$ cat src/dbt_pkg.sv
// package: opcode patterns, field positions, flag positions and reset values
// assumes: 24-bit opcode words, 16-bit data words, 40-bit accumulators
package dbt_pkg;

  // ****************************************************************
  // widths
  // ****************************************************************
  localparam int unsigned OPW  = 24;
  localparam int unsigned DW   = 16;
  localparam int unsigned AW   = 40;
  localparam int unsigned CNTW = 6;

  // ****************************************************************
  // condition code flag positions
  // ****************************************************************
  localparam int unsigned F_C = 0;
  localparam int unsigned F_V = 1;
  localparam int unsigned F_Z = 2;
  localparam int unsigned F_N = 3;
  localparam int unsigned F_U = 4;
  localparam int unsigned F_E = 5;
  localparam int unsigned F_L = 6;
  localparam int unsigned F_S = 7;

  // ****************************************************************
  // reset values
  // ****************************************************************
  localparam logic [7:0]    CCR_RST  = 8'h00;
  localparam logic [AW-1:0] ACC_RST  = 40'h00_0000_0000;
  localparam logic [15:0]   ADDR_RST = 16'h0000;

  // ****************************************************************
  // bit test forms: opcode bits 23..14 and low-byte fixed bits
  // ****************************************************************
  localparam logic [9:0]  BT_EA_HI   = 10'h02d;
  localparam logic [9:0]  BT_AA_HI   = 10'h02c;
  localparam logic [9:0]  BT_PP_HI   = 10'h02e;
  localparam logic [9:0]  BT_QQ_HI   = 10'h005;
  localparam logic [9:0]  BT_REG_HI  = 10'h02f;
  localparam logic [7:0]  BT_LO_MASK = 8'hb0;
  localparam logic [7:0]  BT_LO_VAL  = 8'h20;
  localparam int unsigned BT_SPACE   = 6;
  localparam logic [15:0] PP_BASE    = 16'hffc0;
  localparam logic [15:0] QQ_BASE    = 16'hff80;
  localparam logic [5:0]  REG_SSH_SP = 6'h3c;

  // ****************************************************************
  // count leading bits: bits 23..2 fixed, bit 1 source, bit 0 dest
  // ****************************************************************
  localparam logic [21:0] CLB_HI = 22'h03_07e0;
  localparam logic [15:0] CLB_NINE = 16'h0009;

  // ****************************************************************
  // parallel-move class forms: low byte patterns
  // ****************************************************************
  localparam logic [7:0] CLR_MASK  = 8'hf7;
  localparam logic [7:0] CLR_VAL   = 8'h13;
  localparam logic [7:0] CMPR_MASK = 8'h87;
  localparam logic [7:0] CMPR_VAL  = 8'h05;
  localparam int unsigned ACC_SEL  = 3;

  // ****************************************************************
  // compare source one select codes
  // ****************************************************************
  localparam logic [2:0] J_ACC = 3'h0;
  localparam logic [2:0] J_X0  = 3'h4;
  localparam logic [2:0] J_Y0  = 3'h5;
  localparam logic [2:0] J_X1  = 3'h6;
  localparam logic [2:0] J_Y1  = 3'h7;

  // ****************************************************************
  // immediate compare forms
  // ****************************************************************
  localparam logic [9:0]  CMPS_HI  = 10'h005;
  localparam logic [7:0]  CMPS_LO  = 8'h85;
  localparam logic [15:0] CMPL_HI  = 16'h0140;
  localparam logic [7:0]  CMPL_LO  = 8'hc5;
  localparam logic [7:0]  CMPI_MSK = 8'hf7;

  // ****************************************************************
  // operand address kinds
  // ****************************************************************
  typedef enum logic [4:0] {
    AK_NONE = 5'b00001,
    AK_EA   = 5'b00010,
    AK_ABS  = 5'b00100,
    AK_PER  = 5'b01000,
    AK_REG  = 5'b10000
  } dbt_akind_t;

endpackage : dbt_pkg

$ cat src/dbt_alu.sv
// data-alu slice: bit test, count leading bits, clear and compare
// assumes: opcode and fetched operands arrive on i_mclk, one instruction per valid cycle
`timescale 1ns/1ps
module dbt_alu (
  input  wire logic                     i_mclk,
  input  wire logic                     i_rstn,
  input  wire logic                     i_valid,
  input  wire logic [dbt_pkg::OPW-1:0]  i_opcode,
  input  wire logic                     i_pmove_class,
  input  wire logic [dbt_pkg::DW-1:0]   i_ext_word,
  input  wire logic [dbt_pkg::DW-1:0]   i_bt_operand,
  input  wire logic [dbt_pkg::DW-1:0]   i_x0,
  input  wire logic [dbt_pkg::DW-1:0]   i_y0,
  input  wire logic [dbt_pkg::DW-1:0]   i_x1,
  input  wire logic [dbt_pkg::DW-1:0]   i_y1,
  input  wire logic                     i_acc_wr,
  input  wire logic                     i_acc_wr_sel,
  input  wire logic [dbt_pkg::AW-1:0]   i_acc_wr_data,
  output logic      [dbt_pkg::AW-1:0]   o_acc_a,
  output logic      [dbt_pkg::AW-1:0]   o_acc_b,
  output logic      [7:0]               o_ccr,
  output dbt_pkg::dbt_akind_t           o_addr_kind,
  output logic                          o_mem_space,
  output logic      [15:0]              o_mem_addr,
  output logic      [5:0]               o_ea_field,
  output logic      [5:0]               o_reg_sel,
  output logic                          o_sp_dec,
  output logic                          o_done
);
  import dbt_pkg::*;

  // ****************************************************************
  // decode
  // ****************************************************************
  wire         lo_bt_w   = (i_opcode[7:0] & BT_LO_MASK) == BT_LO_VAL;
  wire         bt_ea_w   = i_valid && lo_bt_w && i_opcode[23:14] == BT_EA_HI;
  wire         bt_aa_w   = i_valid && lo_bt_w && i_opcode[23:14] == BT_AA_HI;
  wire         bt_pp_w   = i_valid && lo_bt_w && i_opcode[23:14] == BT_PP_HI;
  wire         bt_qq_w   = i_valid && lo_bt_w && i_opcode[23:14] == BT_QQ_HI;
  wire         bt_reg_w  = i_valid && lo_bt_w && i_opcode[23:14] == BT_REG_HI && i_opcode[BT_SPACE];
  wire         bt_w      = bt_ea_w | bt_aa_w | bt_pp_w | bt_qq_w | bt_reg_w;
  wire         clb_w     = i_valid && i_opcode[23:2] == CLB_HI;
  wire         clr_w     = i_valid && i_pmove_class && (i_opcode[7:0] & CLR_MASK) == CLR_VAL;
  wire         cmpr_w    = i_valid && i_pmove_class && (i_opcode[7:0] & CMPR_MASK) == CMPR_VAL;
  wire         cmps_w    = i_valid && i_opcode[23:14] == CMPS_HI && (i_opcode[7:0] & CMPI_MSK) == CMPS_LO;
  wire         cmpl_w    = i_valid && i_opcode[23:8] == CMPL_HI && (i_opcode[7:0] & CMPI_MSK) == CMPL_LO;
  wire         cmp_w     = cmpr_w | cmps_w | cmpl_w;
  wire         dsel_w    = i_opcode[ACC_SEL];
  wire [AW-1:0] acc_a_w  = o_acc_a;
  wire [AW-1:0] acc_b_w  = o_acc_b;
  wire [AW-1:0] dacc_w   = dsel_w ? acc_b_w : acc_a_w;
  wire [AW-1:0] oacc_w   = dsel_w ? acc_a_w : acc_b_w;

  // ****************************************************************
  // bit test addressing and carry
  // ****************************************************************
  wire [15:0]  pp_addr_w = PP_BASE | {10'h000, i_opcode[13:8]};
  wire [15:0]  qq_addr_w = QQ_BASE | {10'h000, i_opcode[13:8]};
  wire [15:0]  aa_addr_w = {10'h000, i_opcode[13:8]};
  wire [15:0]  bt_addr_w = bt_pp_w ? pp_addr_w : (bt_qq_w ? qq_addr_w : aa_addr_w);
  wire         bt_bit_w  = i_bt_operand[i_opcode[3:0]];
  wire         sp_hit_w  = bt_reg_w && i_opcode[13:8] == REG_SSH_SP;

  dbt_akind_t  akind_w;
  assign akind_w = bt_ea_w ? AK_EA :
                   bt_aa_w ? AK_ABS :
                   (bt_pp_w | bt_qq_w) ? AK_PER :
                   bt_reg_w ? AK_REG : AK_NONE;

  // ****************************************************************
  // count leading bits
  // ****************************************************************
  wire [AW-1:0]   clb_src_w = i_opcode[1] ? acc_b_w : acc_a_w;
  wire [CNTW-1:0] run_w;
  wire            src_zero_w = clb_src_w == ACC_RST;

  dbt_lead_count u_lead (
    .i_src (clb_src_w),
    .o_run (run_w)
  );

  wire [15:0]   clb_res_w = src_zero_w ? 16'h0000 :
                            16'(CLB_NINE - {10'h000, run_w});
  wire [AW-1:0] clb_acc_w = {{8{clb_res_w[15]}}, clb_res_w, 16'h0000};

  // ****************************************************************
  // compare
  // ****************************************************************
  wire [15:0]   imm_s_w  = {10'h000, i_opcode[13:8]};
  wire [15:0]   word_r_w = (i_opcode[6:4] == J_X0) ? i_x0 :
                           (i_opcode[6:4] == J_Y0) ? i_y0 :
                           (i_opcode[6:4] == J_X1) ? i_x1 : i_y1;
  wire [15:0]   word_w   = cmps_w ? imm_s_w : (cmpl_w ? i_ext_word : word_r_w);
  wire [AW-1:0] wide_w   = {{8{word_w[15]}}, word_w, 16'h0000};
  wire          s1acc_w  = cmpr_w && i_opcode[6:4] == J_ACC;
  wire [AW-1:0] s1_w     = s1acc_w ? oacc_w : wide_w;
  wire [AW:0]   diff_w   = {1'b0, dacc_w} - {1'b0, s1_w};
  wire          cmp_v_w  = (dacc_w[AW-1] ^ s1_w[AW-1]) & (dacc_w[AW-1] ^ diff_w[AW-1]);

  // ****************************************************************
  // flag terms
  // ****************************************************************
  wire          clb_n_w  = clb_acc_w[31];
  wire          clb_z_w  = clb_acc_w[31:16] == 16'h0000;
  wire          cmp_sc_w = diff_w[31] ^ diff_w[30];
  wire          cmp_u_w  = ~cmp_sc_w;
  wire          cmp_e_w  = ~(&diff_w[39:31] | ~|diff_w[39:31]);
  wire          cmp_z_w  = diff_w[AW-1:0] == ACC_RST;

  // ****************************************************************
  // flag update
  // ****************************************************************
  logic [7:0] ccr_w;
  always_comb begin
    ccr_w = o_ccr;
    if (bt_w) begin
      ccr_w[F_C] = bt_bit_w;
    end else if (clb_w) begin
      ccr_w[F_N] = clb_n_w;
      ccr_w[F_Z] = clb_z_w;
      ccr_w[F_V] = 1'b0;
    end else if (clr_w) begin
      ccr_w[F_E] = 1'b0;
      ccr_w[F_U] = 1'b1;
      ccr_w[F_N] = 1'b0;
      ccr_w[F_Z] = 1'b1;
      ccr_w[F_V] = 1'b0;
    end else if (cmp_w) begin
      ccr_w[F_S] = o_ccr[F_S] | cmp_sc_w;
      ccr_w[F_L] = o_ccr[F_L] | cmp_v_w;
      ccr_w[F_E] = cmp_e_w;
      ccr_w[F_U] = cmp_u_w;
      ccr_w[F_N] = diff_w[AW-1];
      ccr_w[F_Z] = cmp_z_w;
      ccr_w[F_V] = cmp_v_w;
      ccr_w[F_C] = diff_w[AW];
    end
  end

  // ****************************************************************
  // accumulator next values
  // ****************************************************************
  wire          clb_dst_w = i_opcode[0];
  wire          wr_a_w    = (clr_w && !dsel_w) || (clb_w && !clb_dst_w);
  wire          wr_b_w    = (clr_w && dsel_w) || (clb_w && clb_dst_w);
  wire [AW-1:0] res_w     = clr_w ? ACC_RST : clb_acc_w;
  wire [AW-1:0] acc_a_d   = wr_a_w ? res_w :
                            (i_acc_wr && !i_acc_wr_sel) ? i_acc_wr_data : o_acc_a;
  wire [AW-1:0] acc_b_d   = wr_b_w ? res_w :
                            (i_acc_wr && i_acc_wr_sel) ? i_acc_wr_data : o_acc_b;

  // ****************************************************************
  // address and pulse next values
  // ****************************************************************
  wire [5:0]    fld_w     = i_opcode[13:8];
  wire          space_d   = i_opcode[BT_SPACE] & ~bt_reg_w;
  wire [5:0]    reg_sel_d = bt_reg_w ? fld_w : 6'h00;
  wire          done_d    = bt_w | clb_w | clr_w | cmp_w;

  // ****************************************************************
  // registers
  // ****************************************************************
  always_ff @(posedge i_mclk or negedge i_rstn) begin
    if (!i_rstn) begin
      o_acc_a     <= ACC_RST;
      o_acc_b     <= ACC_RST;
      o_ccr       <= CCR_RST;
    end else begin
      o_acc_a     <= acc_a_d;
      o_acc_b     <= acc_b_d;
      o_ccr       <= ccr_w;
    end
  end

  always_ff @(posedge i_mclk or negedge i_rstn) begin
    if (!i_rstn) begin
      o_addr_kind <= AK_NONE;
      o_mem_space <= 1'b0;
      o_mem_addr  <= ADDR_RST;
      o_ea_field  <= 6'h00;
      o_reg_sel   <= 6'h00;
    end else begin
      o_addr_kind <= akind_w;
      o_mem_space <= space_d;
      o_mem_addr  <= bt_addr_w;
      o_ea_field  <= fld_w;
      o_reg_sel   <= reg_sel_d;
    end
  end

  // ****************************************************************
  // one-cycle pulses
  // ****************************************************************
  always_ff @(posedge i_mclk or negedge i_rstn) begin
    if (!i_rstn) begin
      o_sp_dec    <= 1'b0;
      o_done      <= 1'b0;
    end else begin
      o_sp_dec    <= sp_hit_w;
      o_done      <= done_d;
    end
  end

endmodule : dbt_alu

$ cat src/dbt_lead_count.sv
// leading-bit run counter over a 40-bit accumulator value
// assumes: purely combinational, used inside the core clock domain
`timescale 1ns/1ps
module dbt_lead_count (
  input  wire logic [dbt_pkg::AW-1:0]   i_src,
  output logic      [dbt_pkg::CNTW-1:0] o_run
);
  import dbt_pkg::*;

  logic [AW-2:0] diff_w;
  logic [AW-2:0] run_w;

  // ****************************************************************
  // per-bit run chain downward from bit 39
  // ****************************************************************
  assign diff_w = i_src[AW-2:0] ^ {(AW-1){i_src[AW-1]}};

  genvar g;
  generate
    for (g = 0; g < AW - 1; g++) begin : g_run
      if (g == AW - 2) begin : g_top
        assign run_w[g] = ~diff_w[g];
      end else begin : g_rest
        assign run_w[g] = run_w[g+1] & ~diff_w[g];
      end
    end
  endgenerate

  always_comb begin
    o_run = CNTW'(1);
    for (int k = 0; k < AW - 1; k++) begin
      o_run = o_run + CNTW'(run_w[k]);
    end
  end

endmodule : dbt_lead_count

$ cat config.mk
export PLATFORM = sky130hd
export DESIGN_NAME = dbt_alu
export DESIGN_NICKNAME = d
export VERILOG_FILES = /design/src/dbt_pkg.sv /design/src/dbt_alu.sv /design/src/dbt_lead_count.sv
export SDC_FILE = /design/constraint.sdc
export NUM_CORES = 1
export LEC_CHECK = 0
export ABC_AREA = 1
export BUFFER_PORTS_ARGS = -buffer_cell sky130_fd_sc_hd__buf_2
export CAP_MARGIN = 20
export CORE_MARGIN = 2
export CORE_UTILIZATION = 35
export CTS_CLUSTER_DIAMETER = 150
export DETAILED_ROUTE_END_ITERATION = 16
export REMOVE_ABC_BUFFERS = 1
export SYNTH_ARGS = -nofsm -noshare
export SYNTH_HDL_FRONTEND = slang
export SYNTH_SLANG_ARGS = --single-unit
$ cat constraint.sdc
create_clock -name i_mclk -period 9.2 [get_ports i_mclk]
set_input_delay 2.3 -clock i_mclk [delete_from_list [all_inputs] [get_ports i_mclk]]
set_output_delay 2.3 -clock i_mclk [all_outputs]
set_load 0.02 [all_outputs]
==> results of run 1 <==
==> Yosys cell counts (15+ instances only) <==
cell type / n
nand2_1: 602
o211ai_1: 37
buf_4: 18
clkbuf_1: 58
nand3_1: 132
dfrtp_1: 109
a22oi_1: 46
a21oi_1: 98
fa_1: 31
xor2_1: 16
inv_1: 301
o21ai_0: 171
nor4_1: 15
nor2_1: 173
nand4_1: 29
ha_1: 54
==> routing by layer <==
| layer | vias up | part of all wire |
|---|---|---|
| met5 | - | 0.00015 |
| met1 | 6926 | 0.44 |
| met4 | 2 | 0.032 |
| met3 | 76 | 0.073 |
| li1 | 7286 | - |
| met2 | 576 | 0.46 |
==> state kept, by name, summed over array words and instances (netlist names) <==
name         flops
o_sp_dec         1
o_addr_kind      5
o_mem_addr       3
o_acc_a         40
o_mem_space      1
o_ea_field       5
o_done           1
o_reg_sel        6
o_ccr            8
o_acc_b         40
==> cells by family after synthesis <==
logic type / share of synthesized area
AO/OA/AOI/OAI: 0.196
XOR/XNOR: 0.0125
adder cells (fa/ha/maj): 0.103
buffers and inverters: 0.128
flip-flops: 0.218
multiplexers: 0.000892
AND/OR/NAND/NOR: 0.342
==> power groups by stage <==
stage | sequential, mW | combinational [mW] | clock, mW
final | 0.609 | 1.26 | 0.406
after global routing | 0.614 | 1.39 | 0.425
after CTS | 0.605 | 1.22 | 0.412
after detailed placement | 0.615 | 1.20 | 0
after global placement | 0.614 | 1.19 | 0
after floorplan | 0.662 | 0.679 | 0
==> cells in the final DEF, fill, tap and decap left out, types with 10 or more instances in the layout <==
cell / synthesis / layout
buf_4: 18 / 104
o21ai_0: 171 / 162
nor4_1: 15 / 15
nor3_1: 10 / 10
o21ai_1: 12 / 12
a22oi_1: 46 / 28
nand2_1: 602 / 594
nor2_1: 173 / 169
a21oi_1: 98 / 97
nand3_1: 132 / 131
nand4_1: 29 / 29
o211ai_1: 37 / 37
nand2_2: 6 / 10
a211oi_1: 14 / 14
a22oi_2: 0 / 18
fa_1: 31 / 29
dfrtp_1: 109 / 109
buf_2: 6 / 286
clkbuf_16: 0 / 11
ha_1: 54 / 52
a31oi_1: 14 / 14
o21ai_2: 4 / 10
o21bai_1: 10 / 10
xor2_1: 16 / 15
inv_1: 301 / 297
==> worst max-delay path: cells and delay by family <==
kind,cells,cell delay [ps]
adders and majority gates,10,4420
and+or+nand+nor,16,1930
buffers and inverters,6,390
xor gates and xnor gates,1,100
AOI/OAI and AO/OA,2,400
==> final cells by class <==
class	instances	area share
flip-flops and latches	110	0.175
multi-input cells	1536	0.543
inverters	304	0.0734
diodes	4	0.000637
well taps	461	0.0367
repair buffers	399	0.153
clock buffers	10	0.0146
clock inverters	6	0.00358
==> path summary, 6_finish.rpt <==
path | startpoint | endpoint | slack, ps | cells after the start
min reg2reg | o_ccr[6] | o_ccr[6] | 470 | 2
min | o_ccr[6] | o_ccr[6] | 470 | 2
max reg2reg | o_acc_a[39] | o_acc_a[25] | 1300 | 34
max | i_opcode[1] | o_acc_a[25] | -60 | 35
max in group asynchronous | i_rstn | o_acc_a[6] | 5910 | 2
min in group asynchronous | i_rstn | o_ccr[6] | 1960 | 1
==> timing repair <==
action                     in CTS  in global routing
pin swaps                      18                 17
hold endpoints to repair        0                  0
resized for setup              49                 31
gates cloned                    1                  2
buffers inserted                5                  6
hold buffers                    0                  0
setup endpoints to repair      46                 47
==> run summary, run 1 <==
Crit path time final: 9260 ps
Max IR drop VDD: 0.0834 mV
Die Ht: 194 um
Max_cap viols: 0
Synth top area cells: dfrtp_1 22%, nand2_1 18%, inv_1 9.0%, o21ai_0 6.8%, ha_1 5.4%
Number of routed nets with antenna violations: 0
Worst Hold Class: reg2reg
Synthesis-to-layout area growth: 24.5%
Startpoint types: primary input
Largest net degree at the start of global routing: 61
Final setup violation count: 40
Slowest stage delay, CP: 540 ps
Worst setup EP type: flip-flop
Final GP Congestion: 0.957
Dpl ws: -872 ps
Cts bufs inserted: 9
WP data required: 9490 ps
Ys async rst share: 1.00
Flop pwr share: 0.268
Clk buf depth: 2
Vias/cell: 5.25
Die area: 37600 um^2
Area of the multi-input gates: 8520 um^2
FF/Latch Area: 2750 um^2
H-tree Lvls: 3
IO buf count: 289
Fin crit share: 1.01
Dpl cell area: 15000 um^2
Clock Power Share: 0.179
Seq/Total Area, Yosys: 0.218
Core footprint: 35600 um^2
Final instance area: 15700 um^2
Starting density of the core: 0.355
Final TNS setup: -1350 ps
Top-area cell type share of the netlist area: 0.216
Clock Tree Root: clkbuf_16
First-pass GRT wire length: 79.9 mm
Pins Over Slew Limit: 0
Worst relative slew slack: 0.360
Final HPWL from detailed placement: 42.7 mm
DRT iter0 DRCs: 1158
Mapped Cells: 2040
WS Path Type: in2reg
Clock skew: 14.8 ps
Status: complete, but fails checks
Share of post-route cells with drive strength above 1: 0.215
Layout fillers: 3788
Global Route met1 Usage: 0.372
Final hold slack: 471 ps
Slew @ Worst Pin: 936 ps
Leakage: 8.36 nW
Syn. warnings: 0
Library cells used by synthesis: 54
DR DRC count: 0
FMAX: 108 MHz
Met2 usage: 0.434
Critical Path Most Common Cell: fa_1
Routed wire length: 53.1 mm
Setup WS post-layout: -56.5 ps
Cell Int Power: 1.18 mW
Pre-Repair DR Iteration Count: 5
Synth Register Bits: 110
Slowest CP cell: fa_1
Clock Pin Slew Worst Setup and Hold Paths: 80 ps
# nets final: 2611
Switching Fraction: 0.483
Post-synth EDFFs: 0
Mean area per synthesized cell: 6.19 um^2
Synth Cell Area: 12600 um^2
Antenna violations before repair: 6
GRT busiest layer: met2
PD cells: 145 nW/um^2
Post-layout util: 0.442
Dpl cells: 2796
Layout Cells excl Fill: 2830
Worst-path maximum fanout: 9
Failing checks: setup timing
Sw Pwr: 1.10 mW
Row cnt: 69
Met3 usage: 0.0437
Final Hold Vio Count: 0
Total power: 2.27 mW
Vias in the first global route: 14000
RSZ-0062 raised after global routing: yes
Post-synth top flop: dfrtp_1
Io pins: 290
Gr ovfl total: 0
CTS tree: done
Crit path arrival time: 9550 ps
Via count: 14900
Worst-skew pair later-pin latency: 380 ps
Overall Global Routing Usage: 0.272
Cell taking the most area after synthesis: dfrtp_1
Drt wl/cell: 18.8 um
Share of power burned in combinational logic: 0.553
Die Span X: 194 um
Sink Count: 110
Note: power is estimated with default switching activity, not from simulation.
==> run 2, diff against run 1 <==
- REMOVE_ABC_BUFFERS: 1 -> default
==> run summary, run 2 (same netlist as run 1, synthesis figures left out) <==
Status: complete, but fails checks
Failing checks: setup timing
GRT busiest layer: met2
Setup WS post-layout: -68.4 ps
Largest regs: o_acc_a: 40 flops, o_acc_b: 40 flops, o_ccr: 8 flops
CTS tree: done
Die Ht: 194 um
Final hold slack: 472 ps
Slowest CP cell: fa_1
Global Route met1 Usage: 0.386
Synthesis-to-layout area growth: 25.6%
# nets final: 2613
Worst Hold Class: reg2reg
Met2 usage: 0.431
Gr ovfl total: 0
PD cells: 147 nW/um^2
Final Hold Vio Count: 0
IO buf count: 289
Crit path arrival time: 9560 ps
Most frequent cells in the layout: 597 x nand2_1, 297 x inv_1, 286 x buf_2
Antenna violations before repair: 1
Clock skew: 20.3 ps
Slowest stage delay, CP: 530 ps
Vias in the first global route: 13900
Commonest non-fill, non-tap cell in the layout: nand2_1
Share of post-route cells with drive strength above 1: 0.223
First-pass GRT wire length: 79.7 mm
WS Path Type: in2reg
Via count: 15100
Critical Path Most Common Cell: fa_1
Starting density of the core: 0.355
Fin crit share: 1.01
Layout fillers: 3841
Pre-Repair DR Iteration Count: 6
Cts bufs inserted: 9
Max_cap viols: 0
Worst relative slew slack: 0.176
FF/Latch Area: 2750 um^2
RSZ-0062 raised after global routing: yes
Number of routed nets with antenna violations: 0
Layout Cells excl Fill: 2829
Die area: 37600 um^2
Die Span X: 194 um
Met3 usage: 0.0308
Overall Global Routing Usage: 0.271
Largest net degree at the start of global routing: 108
Sink Count: 110
Dpl cells: 2797
Crit path time final: 9270 ps
DRT iter0 DRCs: 1511
Total power: 2.33 mW
Vias/cell: 5.35
Row cnt: 69
Worst-skew pair later-pin latency: 380 ps
Max IR drop VDD: 0.0982 mV
Startpoint types: primary input
Drt wl/cell: 19.0 um
Clock Pin Slew Worst Setup and Hold Paths: 90 ps
Final setup violation count: 29
Io pins: 290
Leakage: 8.34 nW
Clock Tree Root: clkbuf_16
Pins Over Slew Limit: 0
Worst setup EP type: flip-flop
Routed wire length: 53.7 mm
Core footprint: 35600 um^2
Slew @ Worst Pin: 1230 ps
WP data required: 9500 ps
Clk buf depth: 2
Final GP Congestion: 0.994
DR DRC count: 0
Final HPWL from detailed placement: 43.7 mm
H-tree Lvls: 3
Area of the multi-input gates: 8720 um^2
Syn Nets: 2291
FMAX: 108 MHz
Worst-path maximum fanout: 8
## run 2: report_power, final
group	total [mW]	internal [mW]	switching [mW]
Clock	0.451	0.233	0.218
Combinational	1.27	0.454	0.818
Sequential	0.610	0.539	0.0716
## run 2: per-stage QoR
| stage | setup TNS (ps) | setup slack, ps | util | instance area (um^2) |
|---|---|---|---|---|
| after floorplan | -35990 | -891 | - | 12700 |
| after global placement | -32640 | -772 | 0.422 | 15000 |
| after detailed placement | -40070 | -945 | 0.422 | 15000 |
| after CTS | 0 | 7.37 | 0.433 | 15400 |
| after global routing | -14410 | -394 | 0.446 | 15900 |
| final | -765 | -68.4 | 0.446 | 15900 |
## run 2: critical path: cells and delay by family
| family | cells | cell delay (ps) |
|---|---|---|
| AND/OR/NAND/NOR | 20 | 2410 |
| buffers and inverters | 8 | 630 |
| AO/OA/AOI/OAI | 2 | 240 |
| adder cells (fa/ha/maj) | 9 | 3960 |
## run 2: final cells by class
type,instances,share of cell area
Antenna cell,1,0.000158
Tap cell,461,0.0364
Clock inverter,5,0.00473
Clock buffer,11,0.0159
Timing Repair Buffer,396,0.147
Multi-Input combinational cell,1541,0.550
Sequential cell,110,0.174
Inverter,304,0.0724
## run 2: metal layers
metal / share of wire / vias to the layer above
li1: - / 7288
met1: 0.45 / 7152
met2: 0.45 / 616
met3: 0.070 / 81
met4: 0.028 / 0
met5: 0 / -
## run 2: repair_timing
action / in CTS / in global routing
pin swaps: 22 / 13
hold buffers: 0 / 0
setup endpoints to repair: 48 / 46
cloned: 0 / 6
resized for setup: 9 / 69
setup buffers: 3 / 6
## run 2: path summary, 6_finish.rpt
| path | startpoint | to | slack (ps) | depth (start not counted) |
|---|---|---|---|---|
| min in group asynchronous | i_rstn | o_addr_kind[4] | 1970 | 1 |
| min reg2reg | o_ccr[6] | o_ccr[6] | 470 | 2 |
| max | i_opcode[1] | o_acc_a[31] | -70 | 39 |
| min | o_ccr[6] | o_ccr[6] | 470 | 2 |
| max reg2reg | o_acc_a[39] | o_acc_a[31] | 1240 | 38 |
| max in group asynchronous | i_rstn | o_acc_a[10] | 5940 | 2 |
